--- config.mk ---
export PLATFORM = sky130hd
export DESIGN_NAME = osc_select_pll_translation
export DESIGN_NICKNAME = d
export VERILOG_FILES = /design/src/logic/osc_pll_pkg.sv /design/src/logic/crystal_freq_code_pll_xlat.sv /design/src/logic/osc_select_pll_translation.sv
export SDC_FILE = /design/constraint.sdc
export NUM_CORES = 1
export LEC_CHECK = 0
export ABC_AREA = 1
export BUFFER_PORTS_ARGS = -buffer_cell sky130_fd_sc_hd__buf_2
export CORE_AREA = 2 2 73 75
export DETAILED_ROUTE_END_ITERATION = 8
export DIE_AREA = 0 0 75 77
export GPL_TIMING_DRIVEN = 0
export HOLD_SLACK_MARGIN = 0.06
export PLACE_DENSITY_LB_ADDON = 0.1
export SLEW_MARGIN = 0
export SYNTH_ARGS = -nofsm -noshare
export SYNTH_HDL_FRONTEND = slang
export SYNTH_SLANG_ARGS = --single-unit
--- constraint.sdc ---
create_clock -name clk -period 2.1 [get_ports clk]
set_input_delay 0.63 -clock clk [delete_from_list [all_inputs] [get_ports clk]]
set_output_delay 0.63 -clock clk [all_outputs]
set_load 0.01 [all_outputs]
--- src/logic/osc_pll_pkg.sv ---
/*
 * shared constants and types for the oscillator select and crystal to
 * pll translation block: register offsets, field positions, reset values,
 * bus answer codes and the carriers that group related fields.
 * assumes a 32-bit avalon-mm register bus with byte addressing.
 */
package osc_pll_pkg;

  // ----------------------------------------------------------------------
  // bus geometry and register offsets
  // ----------------------------------------------------------------------
  localparam int unsigned DATA_W = 32;
  localparam int unsigned ADDR_W = 12;
  localparam int unsigned BE_W = DATA_W / 8;
  localparam logic [ADDR_W-1:0] RUN_CLOCK_CONFIG_OFS = 12'h060;
  localparam logic [ADDR_W-1:0] PLL_TRANSLATION_OFS = 12'h064;

  // ----------------------------------------------------------------------
  // field positions
  // ----------------------------------------------------------------------
  localparam int unsigned MOSC_OFF_BIT = 0;
  localparam int unsigned INT_OSC_OFF_BIT = 1;
  localparam int unsigned RSV_LSB = 2;
  localparam int unsigned RSV_MSB = 3;
  localparam int unsigned SRC_LSB = 4;
  localparam int unsigned SRC_MSB = 5;
  localparam int unsigned CRYSTAL_FREQ_CODE_LSB = 6;
  localparam int unsigned CRYSTAL_FREQ_CODE_MSB = 9;
  localparam int unsigned PLL_R_LSB = 0;
  localparam int unsigned PLL_R_MSB = 4;
  localparam int unsigned PLL_F_LSB = 5;
  localparam int unsigned PLL_F_MSB = 13;

  // ----------------------------------------------------------------------
  // types
  // ----------------------------------------------------------------------
  typedef enum logic [1:0] {
    SRC_MAIN = 2'b00,
    SRC_INTERNAL = 2'b01,
    SRC_INTERNAL_DIV4 = 2'b10,
    SRC_SLOW_30K = 2'b11
  } osc_src_e;

  typedef struct packed {
    logic [CRYSTAL_FREQ_CODE_MSB-CRYSTAL_FREQ_CODE_LSB:0] crystal_freq_code;
    osc_src_e src;
    logic int_osc_off;
    logic mosc_off;
  } run_cfg_s;

  typedef struct packed {
    logic [PLL_F_MSB-PLL_F_LSB:0] mult;
    logic [PLL_R_MSB-PLL_R_LSB:0] ref_div;
  } pll_cfg_s;

  // ----------------------------------------------------------------------
  // reset values and bus answers
  // ----------------------------------------------------------------------
  localparam logic [CRYSTAL_FREQ_CODE_MSB-CRYSTAL_FREQ_CODE_LSB:0] CRYSTAL_FREQ_CODE_RST = 4'hb;
  localparam osc_src_e SRC_RST = SRC_INTERNAL;
  localparam logic INT_OSC_OFF_RST = 1'b0;
  localparam logic MOSC_OFF_RST = 1'b1;
  localparam run_cfg_s RUN_CFG_RST = '{crystal_freq_code: CRYSTAL_FREQ_CODE_RST, src: SRC_RST,
                                       int_osc_off: INT_OSC_OFF_RST, mosc_off: MOSC_OFF_RST};
  localparam logic [1:0] RESP_OKAY = 2'b00;
  localparam logic [1:0] RESP_DECODEERROR = 2'b11;

endpackage

--- src/logic/crystal_freq_code_pll_xlat.sv ---
/*
 * crystal code to pll setting translation: a fixed table and the
 * register that holds its answer for the pll inputs.
 * assumes the crystal code comes from a register on the same clock.
 */
`timescale 1ns/1ps

module crystal_freq_code_pll_xlat
  import osc_pll_pkg::*;
(
  input wire logic clk,
  input wire logic srst,
  input wire logic [CRYSTAL_FREQ_CODE_MSB-CRYSTAL_FREQ_CODE_LSB:0] crystal_freq_code_code,
  output osc_pll_pkg::pll_cfg_s table_now,
  output osc_pll_pkg::pll_cfg_s pll_cfg_q
);

  // ----------------------------------------------------------------------
  // lookup table, every entry aims at a 400 mhz vco
  // ----------------------------------------------------------------------
  // codes below 0x4 are not usable with the pll, they give all zero
  function automatic pll_cfg_s lookup(input logic [CRYSTAL_FREQ_CODE_MSB-CRYSTAL_FREQ_CODE_LSB:0] code);
    pll_cfg_s v;
    v = '0;
    unique case (code)
      4'h4: v = '{mult: 9'd447, ref_div: 5'd3};
      4'h5: v = '{mult: 9'd217, ref_div: 5'd1};
      4'h6: v = '{mult: 9'd100, ref_div: 5'd0};
      4'h7: v = '{mult: 9'd293, ref_div: 5'd2};
      4'h8: v = '{mult: 9'd407, ref_div: 5'd4};
      4'h9: v = '{mult: 9'd80, ref_div: 5'd0};
      4'ha: v = '{mult: 9'd313, ref_div: 5'd3};
      4'hb: v = '{mult: 9'd200, ref_div: 5'd2};
      4'hc: v = '{mult: 9'd195, ref_div: 5'd2};
      4'hd: v = '{mult: 9'd217, ref_div: 5'd3};
      4'he: v = '{mult: 9'd50, ref_div: 5'd0};
      4'hf: v = '{mult: 9'd244, ref_div: 5'd4};
      default: v = '0;
    endcase
    return v;
  endfunction

  // table answer for the code in force, the reset code while in reset
  always_comb begin
    table_now = lookup(srst ? CRYSTAL_FREQ_CODE_RST : crystal_freq_code_code);
  end

  // follows the code every cycle, so any change lands one edge later
  always_ff @(posedge clk) begin
    if (srst) begin
      pll_cfg_q <= lookup(CRYSTAL_FREQ_CODE_RST);
    end else begin
      pll_cfg_q <= lookup(crystal_freq_code_code);
    end
  end

endmodule

--- src/logic/osc_select_pll_translation.sv ---
/*
 * run-mode clock configuration, low fields: oscillator source select,
 * internal and main oscillator disables, crystal code, and the read-only
 * crystal to pll translation register, all behind an avalon-mm slave.
 * assumes a single clock, synchronous reset, and a master that holds its
 * request until it sees waitrequest low.
 */
//
// Summary of operation
// - two-bit source select, reset 0x1, picks main, internal, internal/4 or 30 khz.
// - internal oscillator off bit, reset 0, stops internal oscillator when set.
// - main oscillator off bit 0 resets to 1; writing 0 starts it.
// - bits 3:2 read zero; software keeps them on read-modify-write.
// - translation register loads itself during reset, no write needed.
// - changing the crystal code recomputes the translation register.
// - translation register at 0x064 is read-only; writes do nothing.
// - translation bits 13:5 hold pll multiplier; bits 31:14 read zero.
// - translation bits 4:0 hold reference divider; pll = osc*f/(r+1).
// - four-bit crystal code at bits 9:6, reset 0xb, names attached crystal.
`timescale 1ns/1ps

module osc_select_pll_translation
  import osc_pll_pkg::*;
#(
  parameter int unsigned ADDR_WIDTH = osc_pll_pkg::ADDR_W
)
(
  input wire logic clk,
  input wire logic srst,
  input wire logic [ADDR_WIDTH-1:0] address,
  input wire logic read,
  input wire logic write,
  input wire logic [osc_pll_pkg::DATA_W-1:0] writedata,
  input wire logic [osc_pll_pkg::BE_W-1:0] byteenable,
  output logic [osc_pll_pkg::DATA_W-1:0] readdata,
  output logic waitrequest,
  output logic [1:0] response,
  output osc_pll_pkg::osc_src_e clock_source_select,
  output logic internal_osc_off,
  output logic main_osc_off,
  output osc_pll_pkg::pll_cfg_s pll_translation
);

  import osc_pll_pkg::*;

  // ----------------------------------------------------------------------
  // helpers
  // ----------------------------------------------------------------------
  typedef enum logic [0:0] {
    BUS_IDLE = 1'b0,
    BUS_ACK = 1'b1
  } bus_state_e;

  // config fields in their word positions, reserved and upper bits zero
  function automatic logic [DATA_W-1:0] cfg_word(input run_cfg_s c);
    logic [DATA_W-1:0] w;
    w = '0;
    w[CRYSTAL_FREQ_CODE_MSB:CRYSTAL_FREQ_CODE_LSB] = c.crystal_freq_code;
    w[SRC_MSB:SRC_LSB] = c.src;
    w[INT_OSC_OFF_BIT] = c.int_osc_off;
    w[MOSC_OFF_BIT] = c.mosc_off;
    return w;
  endfunction

  // translation fields in their word positions, bits 31:14 zero
  function automatic logic [DATA_W-1:0] pll_word(input pll_cfg_s p);
    logic [DATA_W-1:0] w;
    w = '0;
    w[PLL_F_MSB:PLL_F_LSB] = p.mult;
    w[PLL_R_MSB:PLL_R_LSB] = p.ref_div;
    return w;
  endfunction

  // expands byte enables into a bit mask
  function automatic logic [DATA_W-1:0] lane_mask(input logic [BE_W-1:0] be);
    logic [DATA_W-1:0] m;
    m = '0;
    for (int i = 0; i < BE_W; i++) begin
      m[i*8 +: 8] = {8{be[i]}};
    end
    return m;
  endfunction

  // ----------------------------------------------------------------------
  // state
  // ----------------------------------------------------------------------
  bus_state_e bus_q;
  run_cfg_s cfg_q;
  logic [DATA_W-1:0] readdata_q;
  logic [1:0] response_q;
  logic waitrequest_q;
  logic hit_cfg;
  logic hit_pll;
  logic wr_take;
  logic [DATA_W-1:0] merged;
  pll_cfg_s table_now;
  pll_cfg_s pll_cfg_q;

  // address decode on the full byte address
  assign hit_cfg = (address == ADDR_WIDTH'(RUN_CLOCK_CONFIG_OFS));
  assign hit_pll = (address == ADDR_WIDTH'(PLL_TRANSLATION_OFS));
  // a write takes effect only on the edge where waitrequest is seen low
  assign wr_take = write && (bus_q == BUS_ACK);
  // untouched lanes keep their current value
  assign merged = (cfg_word(cfg_q) & ~lane_mask(byteenable))
                | (writedata & lane_mask(byteenable));

  // ----------------------------------------------------------------------
  // bus handshake
  // ----------------------------------------------------------------------
  // one wait cycle per access; waitrequest is a flop so it has no path
  // from the master's inputs, at the cost of one cycle of latency
  always_ff @(posedge clk) begin
    if (srst) begin
      bus_q <= BUS_IDLE;
      waitrequest_q <= 1'b1;
    end else begin
      unique case (bus_q)
        BUS_IDLE: begin
          if (read || write) begin
            bus_q <= BUS_ACK;
            waitrequest_q <= 1'b0;
          end
        end
        BUS_ACK: begin
          bus_q <= BUS_IDLE;
          waitrequest_q <= 1'b1;
        end
      endcase
    end
  end

  // read data and answer code, captured as the request is first seen
  always_ff @(posedge clk) begin
    if (srst) begin
      readdata_q <= '0;
      response_q <= RESP_OKAY;
    end else if ((bus_q == BUS_IDLE) && (read || write)) begin
      response_q <= (hit_cfg || hit_pll) ? RESP_OKAY : RESP_DECODEERROR;
      if (read && hit_cfg) begin
        readdata_q <= cfg_word(cfg_q);
      end else if (read && hit_pll) begin
        // from the table, so a read just after a code write is already current
        readdata_q <= pll_word(table_now);
      end else begin
        readdata_q <= '0;
      end
    end
  end

  // ----------------------------------------------------------------------
  // configuration register
  // ----------------------------------------------------------------------
  // reserved bits 3:2 and everything above bit 9 are simply not stored;
  // writes to the translation offset fall through here and change nothing
  always_ff @(posedge clk) begin
    if (srst) begin
      cfg_q <= RUN_CFG_RST;
    end else if (wr_take && hit_cfg) begin
      cfg_q.crystal_freq_code <= merged[CRYSTAL_FREQ_CODE_MSB:CRYSTAL_FREQ_CODE_LSB];
      cfg_q.src <= osc_src_e'(merged[SRC_MSB:SRC_LSB]);
      cfg_q.int_osc_off <= merged[INT_OSC_OFF_BIT];
      cfg_q.mosc_off <= merged[MOSC_OFF_BIT];
    end
  end

  // ----------------------------------------------------------------------
  // crystal to pll translation
  // ----------------------------------------------------------------------
  // the internal oscillator must be chosen as internal/4 when it feeds
  // the pll; nothing here stops software from picking the undivided one
  crystal_freq_code_pll_xlat u_xlat (
    .clk(clk),
    .srst(srst),
    .crystal_freq_code_code(cfg_q.crystal_freq_code),
    .table_now(table_now),
    .pll_cfg_q(pll_cfg_q)
  );

  // ----------------------------------------------------------------------
  // outputs, all straight from flops
  // ----------------------------------------------------------------------
  assign readdata = readdata_q;
  assign waitrequest = waitrequest_q;
  assign response = response_q;
  assign clock_source_select = cfg_q.src;
  assign internal_osc_off = cfg_q.int_osc_off;
  assign main_osc_off = cfg_q.mosc_off;
  assign pll_translation = pll_cfg_q;

  // ----------------------------------------------------------------------
  // assertions
  // ----------------------------------------------------------------------
  AST_RESET_STATE: assert property (@(posedge clk)
    $past(srst) && !srst |-> clock_source_select == SRC_INTERNAL && !internal_osc_off
      && main_osc_off)
    else $error("config fields not at reset values after reset");

  AST_SRC_WRITE: assert property (@(posedge clk) disable iff (srst)
    write && !waitrequest && hit_cfg && byteenable[0]
      |=> clock_source_select == osc_src_e'($past(writedata[SRC_MSB:SRC_LSB])))
    else $error("source select did not take written value");

  AST_INT_OSC_OFF: assert property (@(posedge clk) disable iff (srst)
    write && !waitrequest && hit_cfg && byteenable[0]
      |=> internal_osc_off == $past(writedata[INT_OSC_OFF_BIT]))
    else $error("internal oscillator off bit did not follow write");

  AST_MOSC_ON: assert property (@(posedge clk) disable iff (srst)
    write && !waitrequest && hit_cfg && byteenable[0] && !writedata[MOSC_OFF_BIT]
      |=> !main_osc_off)
    else $error("writing zero did not enable main oscillator");

  AST_RSV_ZERO: assert property (@(posedge clk) disable iff (srst)
    read && !waitrequest && hit_cfg
      |-> readdata[RSV_MSB:RSV_LSB] == 2'b00 && readdata[DATA_W-1:CRYSTAL_FREQ_CODE_MSB+1] == '0)
    else $error("reserved config bits read nonzero");

  AST_XLAT_RESET: assert property (@(posedge clk)
    $past(srst) && !srst |-> pll_translation == $past(table_now))
    else $error("translation not loaded by reset");

  AST_XLAT_FOLLOW: assert property (@(posedge clk) disable iff (srst)
    $changed(cfg_q.crystal_freq_code) |=> pll_translation == $past(table_now))
    else $error("translation not updated after crystal code change");

  AST_XLAT_RO: assert property (@(posedge clk) disable iff (srst)
    write && !waitrequest && hit_pll ##1 !$changed(cfg_q.crystal_freq_code) |-> $stable(pll_translation))
    else $error("write changed translation register");

  AST_XLAT_READ: assert property (@(posedge clk) disable iff (srst)
    read && !waitrequest && hit_pll |-> readdata[DATA_W-1:PLL_F_MSB+1] == '0
      && readdata[PLL_F_MSB:PLL_F_LSB] == pll_translation.mult
      && readdata[PLL_R_MSB:PLL_R_LSB] == pll_translation.ref_div)
    else $error("translation readback wrong");

  AST_CRYSTAL_FREQ_CODE_WRITE: assert property (@(posedge clk) disable iff (srst)
    write && !waitrequest && hit_cfg && (&byteenable[1:0])
      |=> cfg_q.crystal_freq_code == $past(writedata[CRYSTAL_FREQ_CODE_MSB:CRYSTAL_FREQ_CODE_LSB]) ##1 pll_translation == $past(table_now))
    else $error("crystal code write not carried into translation");

  AST_WAIT_ONE: assert property (@(posedge clk) disable iff (srst)
    (read || write) && waitrequest && bus_q == BUS_IDLE |=> !waitrequest ##1 waitrequest)
    else $error("waitrequest did not drop for exactly one cycle");

  AST_UNMAPPED: assert property (@(posedge clk) disable iff (srst)
    read && !waitrequest && !hit_cfg && !hit_pll |-> readdata == '0
      && response == RESP_DECODEERROR)
    else $error("unmapped read not answered with zero and decode error");

  // ----------------------------------------------------------------------
  // answer timing and held values
  // ----------------------------------------------------------------------
  // these watch the slave side only; they stay quiet whatever the master
  // does between accesses, so back to back traffic is covered as well
  AST_WAIT_LOW_ONCE: assert property (@(posedge clk) disable iff (srst)
    !waitrequest |=> waitrequest)
    else $error("waitrequest stayed low for more than one cycle");

  AST_NO_SPURIOUS_ACK: assert property (@(posedge clk) disable iff (srst)
    waitrequest && !(read || write) |=> waitrequest)
    else $error("waitrequest dropped with no request pending");

  AST_ANSWER_HOLDS: assert property (@(posedge clk) disable iff (srst)
    !(read || write) |=> $stable(readdata) && $stable(response))
    else $error("read data or response moved with no request");

  AST_MAPPED_OKAY: assert property (@(posedge clk) disable iff (srst)
    (read || write) && !waitrequest && (hit_cfg || hit_pll) |-> response == RESP_OKAY)
    else $error("mapped access not answered okay");

  AST_CFG_READBACK: assert property (@(posedge clk) disable iff (srst)
    read && !waitrequest && hit_cfg |-> readdata[CRYSTAL_FREQ_CODE_MSB:CRYSTAL_FREQ_CODE_LSB] == cfg_q.crystal_freq_code
      && readdata[SRC_MSB:SRC_LSB] == clock_source_select
      && readdata[INT_OSC_OFF_BIT] == internal_osc_off
      && readdata[MOSC_OFF_BIT] == main_osc_off)
    else $error("config readback does not match the fields in force");

  AST_CFG_HOLD: assert property (@(posedge clk) disable iff (srst)
    !(write && !waitrequest && hit_cfg) |=> $stable(cfg_q))
    else $error("config register changed without a write to it");

  AST_MOSC_OFF_WR: assert property (@(posedge clk) disable iff (srst)
    write && !waitrequest && hit_cfg && byteenable[0] && writedata[MOSC_OFF_BIT]
      |=> main_osc_off)
    else $error("writing one did not hold main oscillator off");

  // ----------------------------------------------------------------------
  // fixed table entries
  // ----------------------------------------------------------------------
  // checked against literal values rather than the table function, so a
  // slip in the table itself shows up here
  AST_XLAT_CODE_B: assert property (@(posedge clk) disable iff (srst)
    cfg_q.crystal_freq_code == 4'hb |=> pll_translation.mult == 9'h0c8
      && pll_translation.ref_div == 5'h02)
    else $error("code 0xb does not give the 6 mhz setting");

  AST_XLAT_CODE_F: assert property (@(posedge clk) disable iff (srst)
    cfg_q.crystal_freq_code == 4'hf |=> pll_translation.mult == 9'h0f4
      && pll_translation.ref_div == 5'h04)
    else $error("code 0xf does not give the 8.192 mhz setting");

  AST_XLAT_LOW_CODES: assert property (@(posedge clk) disable iff (srst)
    cfg_q.crystal_freq_code < 4'h4 |=> pll_translation == '0)
    else $error("code below 0x4 gave a nonzero pll setting");

  AST_XLAT_STABLE: assert property (@(posedge clk) disable iff (srst)
    $stable(cfg_q.crystal_freq_code) |=> $stable(pll_translation))
    else $error("translation moved while the crystal code held");

endmodule
==> parameters.txt, run 1 <==
Parameter                              Value

Timing
  Count of endpoints failing setup in the final report ... 0
  Number of hold violations in the final report ... 0
  Hold Slack ... roughly 470 ps
  Worst Setup Slack, final ... ~250 ps
  Highest clock frequency the design can meet ... 541 MHz
  Final-layout setup total negative slack ... 0 ps
  Max Transition Viols Final ... 0
  Period utilisation layout ... roughly nine tenths
  RSZ-0062 raised after global routing ... no
  Clock tree skew after final layout ... 5.13 ps
  Min cycle time layout ... 1850 ps

Detailed routing
  Via count ... 2126
  Number of vias per cell after detailed routing ... 4.57
  Remaining design rule violation count ... 0
  Avg WL per Cell ... about 12 um
  Routed Antenna Nets ... 0
  Detailed router's first-iteration violation count ... 118
  Total wirelength of the detailed-routed design ... 5350 um
  Number of iterations in the first detailed-routing pass ... 4

Synthesis
  Share of the yosys chip area belonging to registers ... 32.2%
  Count of synthesis-stage warnings from yosys ... 0
  Post-synthesis register bit count ... 36
  Avg Inst Size Synth ... 7.23 sq um
  Area share of the leading cell type in the synthesized netlist ... approximately a third
  Post-Synthesis Cell Area ... 2240 sq um
  Synthesized instance count ... 310
  Post-synth top flop ... sky130_fd_sc_hd__dfxtp_1
  Cell types with the largest area share after synthesis ... sky130_fd_sc_hd__dfxtp_1 32%, sky130_fd_sc_hd__nand2_1 9.5%, sky130_fd_sc_hd__ha_1 9.5%
  Number of distinct library cell variants in the gate-level netlist after synthesis ... 36
  Synth async-reset ratio ... 0%
  Count of flip-flops with a built-in enable after synthesis ... 0
  Largest area contributor in the netlist ... sky130_fd_sc_hd__dfxtp_1

Clock tree
  CTS tree ... built
  Clk sink count ... 36
  Number of buffers added by the clock tree synthesis step ... 5
  Hold buffer count at cts ... 0
  Root Driver ... sky130_fd_sc_hd__clkbuf_8
  CTS max path bufs ... 2
  Worst-path clk slew ... 70 ps
  H-tree depth reported by CTS ... 2
  Source-to-sink clock delay at the later pin of the worst-skew pair ... 280 ps

Critical path
  Critical Setup Path Class ... in2reg
  Largest delay contributor family on the critical path ... buffers and inverters
  Total buffers and inverters traversed by the critical path ... 4
  Slowest cell on crit path ... sky130_fd_sc_hd__ha_1
  Data required time of the critical path ... around 2300 ps
  Slowest cell delay on critical path ... roughly 300 ps
  Depth of the worst register-to-register path ... 8
  Worst EP arrival ... 2090 ps
  Category of the worst setup path capture point ... flop
  Worst Setup Start Kind ... input pin
  Maximum fanout along the worst path ... 10
  Cells traversed along the worst timing path ... buf_2 > buf_6 > nor2_4 > inv_1 > ha_1 > o21ai_1 > nand2_1 > nor2_1 > o21ai_1 > inv_1
  Number of cells on the critical path ... 10

Final layout
  Most common library cell in the layout ignoring fill and taps ... sky130_fd_sc_hd__buf_2
  Share of cells above drive strength 1 ... 30.4%
  Core utilization of the finished layout ... around 56%
  Number of nets in the layout ... approximately 460
  Area of the multi-input gates ... around 1200 sq um
  Diode count ... 0
  Area grow syn2layout ... 25.1%
  Leading cell types in the layout, fill and taps excluded ... 61 x sky130_fd_sc_hd__buf_2, 57 x sky130_fd_sc_hd__nand2_1, 38 x sky130_fd_sc_hd__nor2_1, 36 x sky130_fd_sc_hd__dfxtp_1, 27 x sky130_fd_sc_hd__inv_1
  Area of all sequential standard cells ... 721 sq um
  Number of inserted filler cells in the final layout ... roughly 510
  Post-route insts no fill ... 465

Power and ir drop
  Register share of total power ... 47.4%
  Switching portion of total power ... between 20% and 30%
  Leakage ... between 1.5 and 2 nW
  Share of total power in combinational logic ... roughly 13%
  Internal power ... 1.14 mW
  Pwr/cell area ... 536 nW/um^2
  Clock network fraction of design power ... about two fifths
  Maximum resistive drop on vdd ... 0.377 mV
  Reported net switching power ... 0.366 mW

Min path
  Hold Path Stages ... 2
  HP Class ... reg2reg

Place
  Count of buffers inserted at the top-level ports ... 57
  Gpl congestion ... 0.816
  Dpl hpwl ... 4110 um
  Placed Instances ... 457
  Placement-stage worst setup slack ... -383 ps

Global route
  First-pass GRT wire length ... 8940 um
  Global-route layer with the greatest usage ... met2
  Total global routing track utilization ... 20.0%
  Antenna violations before repair ... 0
  GR Overflow Total ... 0
  Met2 demand-to-capacity share in global routing ... between 30% and 40%
  Global routing usage on met3 ... 3.94%
  Number of global-route vias before repair ... between 1500 and 2000
  Met1 track demand over resource ... 26.8%
  Pin count of the biggest net entering global routing ... 12

Die
  Core box area ... 4980 sq um
  Initial core utilization ... a little under half
  Number of top-level pins ... 105
  Chip width ... 75 um
  Count of standard-cell rows ... 26
  Die Y ... a little under 80 um
  DIE AREA ... around 5800 sq um

Run
  Total of max-cap violations ... 0

Run status
  Run status ... completed
-- power groups by stage --
stage	Sequential [mW]	Clock (mW)	Combinational (mW)
after floorplan	0.737	0	0.112
after global placement	0.728	0	0.187
after detailed placement	0.728	0	0.187
after CTS	0.712	0.614	0.188
after global routing	0.715	0.643	0.212
final	0.712	0.601	0.189
-- logic make-up (layout without fill, tap and decap cells) --
group,Yosys count,count (layout),share of synthesized area [%]
fa+ha+maj,17,17,9.49
simple gates,132,132,27.5
other cells,1,21,0.167
compound gates,56,56,13.8
flops,36,36,32.2
buf+inv,68,133,16.9
-- metrics by stage --
step	total power, mW	instance area [sq um]
floorplan	0.849	2320
global placement	0.915	2690
detailed placement	0.915	2690
CTS	1.51	2800
global route	1.57	2800
finish	1.50	2800
-- area by class of cell --
class / instances / area share (%)
inverter: 34 / 4.86
buffer: 34 / 8.61
clock buffer: 6 / 2.59
clock inverter: 2 / 1.25
tap: 70 / 3.12
multi-input combinational: 226 / 43.7
timing repair buffer: 57 / 10.2
sequential: 36 / 25.7
-- layer usage --
layer  wire length, um  up-vias
li1                  -     1112
met1              2460      934
met2              2480       71
met3               300        9
met4               112        0
met5                 0        -
-- worst reg2reg max path: cells and delay by family (launching register included) --
family | cells | cell delay (ps)
compound gates | 2 | 280
fa+ha+maj | 1 | 260
buf+inv | 2 | 210
flops | 1 | 610
simple gates | 3 | 330
-- repair_timing --
action,4_1_cts,5_1_grt
endpoints found under the setup margin,2,1
gates resized for setup,1,2
buffers inserted,0,0
-- worst paths after layout --
| path | from | endpoint | slack, ps |
|---|---|---|---|
| max | srst | readdata[1] | 250 |
| min | waitrequest | waitrequest | 470 |
| max reg2reg | flop | readdata[1] | 360 |
| min reg2reg | waitrequest | waitrequest | 470 |
-- cell usage after synthesis (4+ instances only) --
master and number:
sky130_fd_sc_hd__a21oi_1 18, sky130_fd_sc_hd__buf_2 4, sky130_fd_sc_hd__buf_4 25, sky130_fd_sc_hd__dfxtp_1 36
sky130_fd_sc_hd__ha_1 17, sky130_fd_sc_hd__inv_1 27, sky130_fd_sc_hd__inv_2 4, sky130_fd_sc_hd__nand2_1 57
sky130_fd_sc_hd__nand2_2 5, sky130_fd_sc_hd__nand3_1 16, sky130_fd_sc_hd__nor2_1 39, sky130_fd_sc_hd__o21ai_0 12
sky130_fd_sc_hd__o21ai_1 14
(Power assumes the default switching activity.)
==> inputs of run 2 (changes only) <==
Settings changed: PLACE_DENSITY set to 0.81, PLACE_DENSITY_LB_ADDON 0.1 to not set.
==> parameters.txt, run 2 (synthesis gave the netlist of run 1 again) <==
Parameter                              Value

Run status
  Run status ... completed (unchanged)

Final layout
  Most common library cell in the layout ignoring fill and taps ... sky130_fd_sc_hd__buf_2 (unchanged)
  Area of all sequential standard cells ... 721 sq um (unchanged)
  Diode count ... 0 (unchanged)
  Leading cell types in the layout, fill and taps excluded ... 61 x sky130_fd_sc_hd__buf_2, 57 x sky130_fd_sc_hd__nand2_1, 38 x sky130_fd_sc_hd__nor2_1, 36 x sky130_fd_sc_hd__dfxtp_1, 27 x sky130_fd_sc_hd__inv_1 (unchanged)
  Number of inserted filler cells in the final layout ... 480 (was 514)
  Number of nets in the layout ... 463 (unchanged)
  Area grow syn2layout ... 24.2% (was 25.1%)
  Share of cells above drive strength 1 ... 30.6% (was 30.4%)
  Area of the multi-input gates ... 1220 sq um (about the same)
  Post-route cell area ... 2780 sq um (was 2800 sq um)

Critical path
  Worst EP arrival ... 2170 ps (was 2090 ps)
  Data required time of the critical path ... 2340 ps (about the same)
  Number of cells on the critical path ... 10 (unchanged)
  Category of the worst setup path capture point ... flop (unchanged)
  Largest delay contributor family on the critical path ... buffers and inverters (unchanged)
  Cells traversed along the worst timing path ... buf_2 > buf_6 > nor2_2 > inv_1 > ha_1 > o21ai_1 > nand2_1 > nor2_1 > o21ai_1 > inv_1 (was buf_2 > buf_6 > nor2_4 > inv_1 > ha_1 > o21ai_1 > nand2_1 > nor2_1 > o21ai_1 > inv_1)
  Maximum fanout along the worst path ... 10 (unchanged)
  Total buffers and inverters traversed by the critical path ... 4 (unchanged)
  Worst Setup Start Kind ... input pin (unchanged)
  Depth of the worst register-to-register path ... 8 (unchanged)
  Critical Setup Path Class ... in2reg (unchanged)
  Slowest cell delay on critical path ... 310 ps (was 300 ps)
  Slowest cell on crit path ... sky130_fd_sc_hd__ha_1 (unchanged)

Min path
  HP Class ... reg2reg (unchanged)
  Hold Path Stages ... 2 (unchanged)

Timing
  RSZ-0062 raised after global routing ... no (unchanged)
  Clock tree skew after final layout ... 8.04 ps (was 5.13 ps)
  Number of hold violations in the final report ... 0 (unchanged)
  Max Transition Viols Final ... 0 (unchanged)
  Min cycle time layout ... 1930 ps (was 1850 ps)
  Hold Slack ... 485 ps (was 468 ps)
  Final-layout setup total negative slack ... 0 ps (unchanged)
  Count of endpoints failing setup in the final report ... 0 (unchanged)
  Highest clock frequency the design can meet ... 519 MHz (was 541 MHz)
  Period utilisation layout ... 91.7% (was 88.1%)

Power and ir drop
  Switching portion of total power ... 25.8% (was 24.3%)
  Overall power consumption ... 1.41 mW (was 1.50 mW)
  Leakage ... 1.55 nW (was 1.56 nW)
  Register share of total power ... 50.6% (was 47.4%)
  Share of total power in combinational logic ... 13.4% (was 12.6%)
  Maximum resistive drop on vdd ... 0.361 mV (was 0.377 mV)
  Reported net switching power ... 0.363 mW (was 0.366 mW)
  Internal power ... 1.05 mW (was 1.14 mW)
  Pwr/cell area ... 506 nW/um^2 (was 536 nW/um^2)
  Clock network fraction of design power ... 36.0% (was 40.0%)

Detailed routing
  Avg WL per Cell ... 11.2 um (was 11.5 um)
  Via count ... 2146 (was 2126)
  Routed Antenna Nets ... 0 (unchanged)
  Number of iterations in the first detailed-routing pass ... 4 (unchanged)
  Total wirelength of the detailed-routed design ... 5200 um (was 5350 um)
  Number of vias per cell after detailed routing ... 4.62 (was 4.57)
  Remaining design rule violation count ... 0 (unchanged)
  Detailed router's first-iteration violation count ... 211 (was 118)

Global route
  First-pass GRT wire length ... 8570 um (was 8940 um)
  Total global routing track utilization ... 18.8% (was 20.0%)
  Number of global-route vias before repair ... 1981 (was 1928)
  Antenna violations before repair ... 0 (unchanged)
  GR Overflow Total ... 0 (unchanged)
  Pin count of the biggest net entering global routing ... 12 (unchanged)

Clock tree
  Hold buffer count at cts ... 0 (unchanged)
  CTS tree ... built (unchanged)
  Source-to-sink clock delay at the later pin of the worst-skew pair ... 290 ps (was 280 ps)
  Root Driver ... sky130_fd_sc_hd__clkbuf_8 (unchanged)
  Worst-path clk slew ... 70 ps (about the same)
  CTS max path bufs ... 2 (unchanged)
  H-tree depth reported by CTS ... 2 (unchanged)
  Clk sink count ... 36 (unchanged)
  Number of buffers added by the clock tree synthesis step ... 5 (unchanged)

Place
  Gpl congestion ... 0.900 (was 0.816)
  Dpl hpwl ... 4050 um (was 4110 um)
  Count of buffers inserted at the top-level ports ... 57 (unchanged)
  Total placed instance area ... 2690 sq um (unchanged)

Die
  DIE AREA ... 5780 sq um (unchanged)
  Chip width ... 75 um (unchanged)
  Die Y ... 77 um (unchanged)
  Core box area ... 4980 sq um (unchanged)
  Count of standard-cell rows ... 26 (unchanged)
  Initial core utilization ... 45.0% (unchanged)
  Number of top-level pins ... 105 (unchanged)

Run
  Total of max-cap violations ... 0 (unchanged)
run 2: cell types whose count changed in the layout (fill, tap and decap cells not counted), sizes merged:
cell,delta
clkinv,+1
bufinv,-1
run 2: cell type report:
type / instances / area share [%]
Buffer: 34 / 8.67
Timing Repair Buffer: 57 / 10.2
Clock buffer: 6 / 2.97
Multi-Input combinational cell: 226 / 43.8
Inverter: 34 / 4.90
Tap cell: 70 / 3.15
Clock inverter: 2 / 0.360
Sequential cell: 36 / 25.9
run 2: worst paths after layout:
check	start	to	slack, ps
worst max-delay path	srst	readdata[1]	170
worst min register to register	waitrequest	waitrequest	490
worst min-delay path	waitrequest	waitrequest	490
worst max register to register	flop	readdata[1]	330
run 2: worst reg2reg max path: stages (launching register included):
cell                      delay, ps
sky130_fd_sc_hd__dfxtp_1        430
sky130_fd_sc_hd__nor2_2         290
sky130_fd_sc_hd__inv_1          150
sky130_fd_sc_hd__ha_1           310
sky130_fd_sc_hd__o21ai_1        180
sky130_fd_sc_hd__nand2_1         80
sky130_fd_sc_hd__nor2_1         130
sky130_fd_sc_hd__o21ai_1         90
sky130_fd_sc_hd__inv_1           50
run 2: repair_timing:
item                       in CTS  in global routing
gates cloned                    0                  0
setup endpoints to repair       1                  1
hold endpoints to repair        0                  0
pin swaps                       0                  0
gates resized for setup         1                  1
setup buffers                   0                  0
run 2: stage by stage:
stage | util, % | cells | setup slack, ps
after floorplan | - | 330 | 146
after global placement | 54.0 | 457 | -291
after detailed placement | 54.0 | 457 | -300
after CTS | 55.9 | 465 | 135
after global routing | 55.9 | 465 | 30.6
final | 55.9 | 465 | 175
run 2: power by group through the flow:
stage | clock, mW | sequential [mW] | combinational [mW]
floorplan | 0 | 0.737 | 0.112
global placement | 0 | 0.728 | 0.184
detailed placement | 0 | 0.728 | 0.187
CTS | 0.513 | 0.713 | 0.187
global route | 0.541 | 0.715 | 0.210
finish | 0.507 | 0.713 | 0.188
run 2: per-layer routing:
| metal | global-route usage [%] | share of wire, % | vias to the layer above |
|---|---|---|---|
| met1 | 23.3 | 43 | 947 |
| met4 | 7.32 | 1.7 | 0 |
| met5 | 0 | 0 | - |
| met3 | 3.29 | 5.8 | 9 |
| met2 | 31.4 | 50 | 76 |
| li1 | - | - | 1114 |
==> inputs of run 3 (changes only) <==
Settings changed: BUFFER_PORTS_ARGS -buffer_cell sky130_fd_sc_hd__buf_2 to not set, CORE_AREA 2 2 73 75 to 2 2 65 67, DIE_AREA 0 0 75 77 to 0 0 67 69, DONT_BUFFER_PORTS set to 1, MAX_ROUTING_LAYER set to met4, PLACE_DENSITY 0.81 to 0.76.
==> parameters.txt, run 3 (synthesis gave the netlist of run 1 again) <==
Parameter                              Value

Final layout
  Share of cells above drive strength 1 ... 18.9% (was 30.6%)
  Number of inserted filler cells in the final layout ... 393 (was 480)
  Diode count ... 0 (unchanged)
  Number of nets in the layout ... 406 (was 463)
  Post-route cell area ... 2510 sq um (was 2780 sq um)
  Area grow syn2layout ... 11.9% (was 24.2%)
  Post-route insts no fill ... 388 (was 465)
  Core utilization of the finished layout ... 64.1% (was 55.9%)
  Most common library cell in the layout ignoring fill and taps ... sky130_fd_sc_hd__nand2_1 (was sky130_fd_sc_hd__buf_2)
  Area of the multi-input gates ... 1220 sq um (unchanged)
  Area of all sequential standard cells ... 721 sq um (unchanged)
  Leading cell types in the layout, fill and taps excluded ... 57 x sky130_fd_sc_hd__nand2_1, 38 x sky130_fd_sc_hd__nor2_1, 36 x sky130_fd_sc_hd__dfxtp_1, 27 x sky130_fd_sc_hd__inv_1, 25 x sky130_fd_sc_hd__buf_4 (was 61 x sky130_fd_sc_hd__buf_2, 57 x sky130_fd_sc_hd__nand2_1, 38 x sky130_fd_sc_hd__nor2_1, 36 x sky130_fd_sc_hd__dfxtp_1, 27 x sky130_fd_sc_hd__inv_1)

Critical path
  Worst Setup Start Kind ... flop (was input pin)
  Largest delay contributor family on the critical path ... simple AND/OR/NAND/NOR gates (was buffers and inverters)
  Depth of the worst register-to-register path ... 8 (unchanged)
  Capturing point of the worst reg2reg path ... readdata[1] (unchanged)
  Critical Setup Path Class ... reg2reg (was in2reg)
  Crit path top cell by count ... sky130_fd_sc_hd__inv_1
  Worst EP arrival ... 2160 ps (was 2170 ps)
  Maximum fanout along the worst path ... 10 (unchanged)
  Data required time of the critical path ... 2330 ps (was 2340 ps)
  Slowest cell on crit path ... sky130_fd_sc_hd__dfxtp_1 (was sky130_fd_sc_hd__ha_1)
  Cells traversed along the worst timing path ... nor2_2 > inv_1 > ha_1 > o21ai_0 > nand2_1 > nor2_1 > o21ai_1 > inv_1 (was buf_2 > buf_6 > nor2_2 > inv_1 > ha_1 > o21ai_1 > nand2_1 > nor2_1 > o21ai_1 > inv_1)
  Reg-to-reg slack, setup ... 180 ps (was 330 ps)
  Slowest cell delay on critical path ... 430 ps (was 310 ps)
  Category of the worst setup path capture point ... flop (unchanged)
  Total buffers and inverters traversed by the critical path ... 2 (was 4)
  Number of cells on the critical path ... 8 (was 10)

Timing
  Number of hold violations in the final report ... 0 (unchanged)
  Clock tree skew after final layout ... 4.19 ps (was 8.04 ps)
  Hold Slack ... 484 ps (was 485 ps)
  Highest clock frequency the design can meet ... 520 MHz (was 519 MHz)
  RSZ-0062 raised after global routing ... no (unchanged)
  Count of endpoints failing setup in the final report ... 0 (unchanged)
  Max Transition Viols Final ... 0 (unchanged)
  Min cycle time layout ... 1920 ps (was 1930 ps)
  Period utilisation layout ... 91.6% (was 91.7%)

Detailed routing
  Number of vias per cell after detailed routing ... 4.99 (was 4.62)
  Via count ... 1937 (was 2146)
  Remaining design rule violation count ... 0 (unchanged)
  Routed Antenna Nets ... 0 (unchanged)
  Total wirelength of the detailed-routed design ... 4850 um (was 5200 um)
  Avg WL per Cell ... 12.5 um (was 11.2 um)
  Detailed router's first-iteration violation count ... 142 (was 211)
  Number of iterations in the first detailed-routing pass ... 4 (unchanged)

Clock tree
  Root Driver ... sky130_fd_sc_hd__clkbuf_8 (unchanged)
  Worst-path clk slew ... 70 ps (about the same)
  Number of buffers added by the clock tree synthesis step ... 5 (unchanged)
  CTS max path bufs ... 2 (unchanged)
  Clk sink count ... 36 (unchanged)
  H-tree depth reported by CTS ... 2 (unchanged)
  Source-to-sink clock delay at the later pin of the worst-skew pair ... 280 ps (was 290 ps)
  CTS tree ... built (unchanged)
  Setup fix buffers added after clock tree synthesis ... 0 (unchanged)

Global route
  Pin count of the biggest net entering global routing ... 12 (unchanged)
  First-pass GRT wire length ... 7980 um (was 8570 um)
  Total global routing track utilization ... 22.7% (was 18.8%)
  GR Overflow Total ... 0 (unchanged)
  Antenna violations before repair ... 0 (unchanged)
  Number of global-route vias before repair ... 1730 (was 1981)

Place
  Placed Instances ... 380 (was 457)
  Gpl congestion ... 0.922 (was 0.900)
  Total placed instance area ... 2380 sq um (was 2690 sq um)
  Dpl hpwl ... 3720 um (was 4050 um)
  Count of buffers inserted at the top-level ports ... 0 (was 57)

Min path
  Hold Path Stages ... 2 (unchanged)
  Launch instance of the worst min-delay path ... writedata[8] (was waitrequest)
  HP Class ... in2reg (was reg2reg)

Die
  Initial core utilization ... 57.3% (was 45.0%)
  Chip width ... 67 um (was 75 um)
  Number of top-level pins ... 105 (unchanged)
  DIE AREA ... 4620 sq um (was 5780 sq um)
  Count of standard-cell rows ... 23 (was 26)
  Die Y ... 69 um (was 77 um)
  Core box area ... 3910 sq um (was 4980 sq um)

Power and ir drop
  Pwr/cell area ... 605 nW/um^2 (was 506 nW/um^2)
  Leakage ... 1.32 nW (was 1.55 nW)
  Maximum resistive drop on vdd ... 0.331 mV (was 0.361 mV)
  Overall power consumption ... 1.52 mW (was 1.41 mW)

Run status
  Run status ... completed (unchanged)

Run
  Total of max-cap violations ... 0 (unchanged)
==> run 3: changes by cell type in the layout (fill, tap and decap cells not counted), sizes merged <==
| cell | delta |
|---|---|
| clkinv | -2 |
| clkbuf | +1 |
| bufinv | +1 |
| buf | -57 |
==> run 3: worst register-to-register path, cell delays in order, from the launching register on <==
cell                      delay (ps)
sky130_fd_sc_hd__dfxtp_1         430
sky130_fd_sc_hd__nor2_2          320
sky130_fd_sc_hd__inv_1           150
sky130_fd_sc_hd__ha_1            310
sky130_fd_sc_hd__o21ai_0         310
sky130_fd_sc_hd__nand2_1          90
sky130_fd_sc_hd__nor2_1          130
sky130_fd_sc_hd__o21ai_1          80
sky130_fd_sc_hd__inv_1            50
==> run 3: timing repair <==
action | 4_1_cts | 5_1_grt
hold buffers | 0 | 0
endpoints found under the setup margin | 0 | 3
resized for setup | 0 | 1
hold endpoints to repair | 0 | 0
==> run 3: final cells by class <==
class | count | area share, %
Multi-Input combinational cell | 226 | 48.7
Sequential cell | 36 | 28.7
Buffer | 34 | 9.63
Inverter | 34 | 5.44
Clock buffer | 7 | 3.84
Tap cell | 50 | 2.50
Clock inverter | 1 | 1.20
==> run 3: power by group <==
group	switching (mW)	internal [mW]	total [mW]
clock network	0.241	0.419	0.660
logic	0.0790	0.0533	0.132
registers	0.0225	0.702	0.725
total	0.342	1.17	1.52
==> run 3: stage by stage <==
stage	setup WS [ps]	TNS (ps)
after floorplan	146	0
after global placement	-137	-317
after detailed placement	-188	-561
after CTS	83.7	0
after global routing	53.1	0
final	177	0
==> run 3: per-layer routing <==
metal,vias up,routed length (um),track usage (%),part of all wire [%]
met5,-,0,-,0
li1,1000,-,-,-
met1,857,2120,28.8,44
met4,0,95,7.03,2.0
met3,8,330,4.89,6.8
met2,72,2300,35.8,47
==> run 3: worst max-delay path by stage <==
stage	to	startpoint	slack (ps)
2_1_floorplan	readdata[1]	srst	150
3_3_place_gp	readdata[1]	srst	-140
3_5_place_dp	readdata[1]	srst	-190
4_1_cts	readdata[1]	flop	80
5_1_grt	readdata[1]	flop	50
6_report	readdata[1]	flop	180
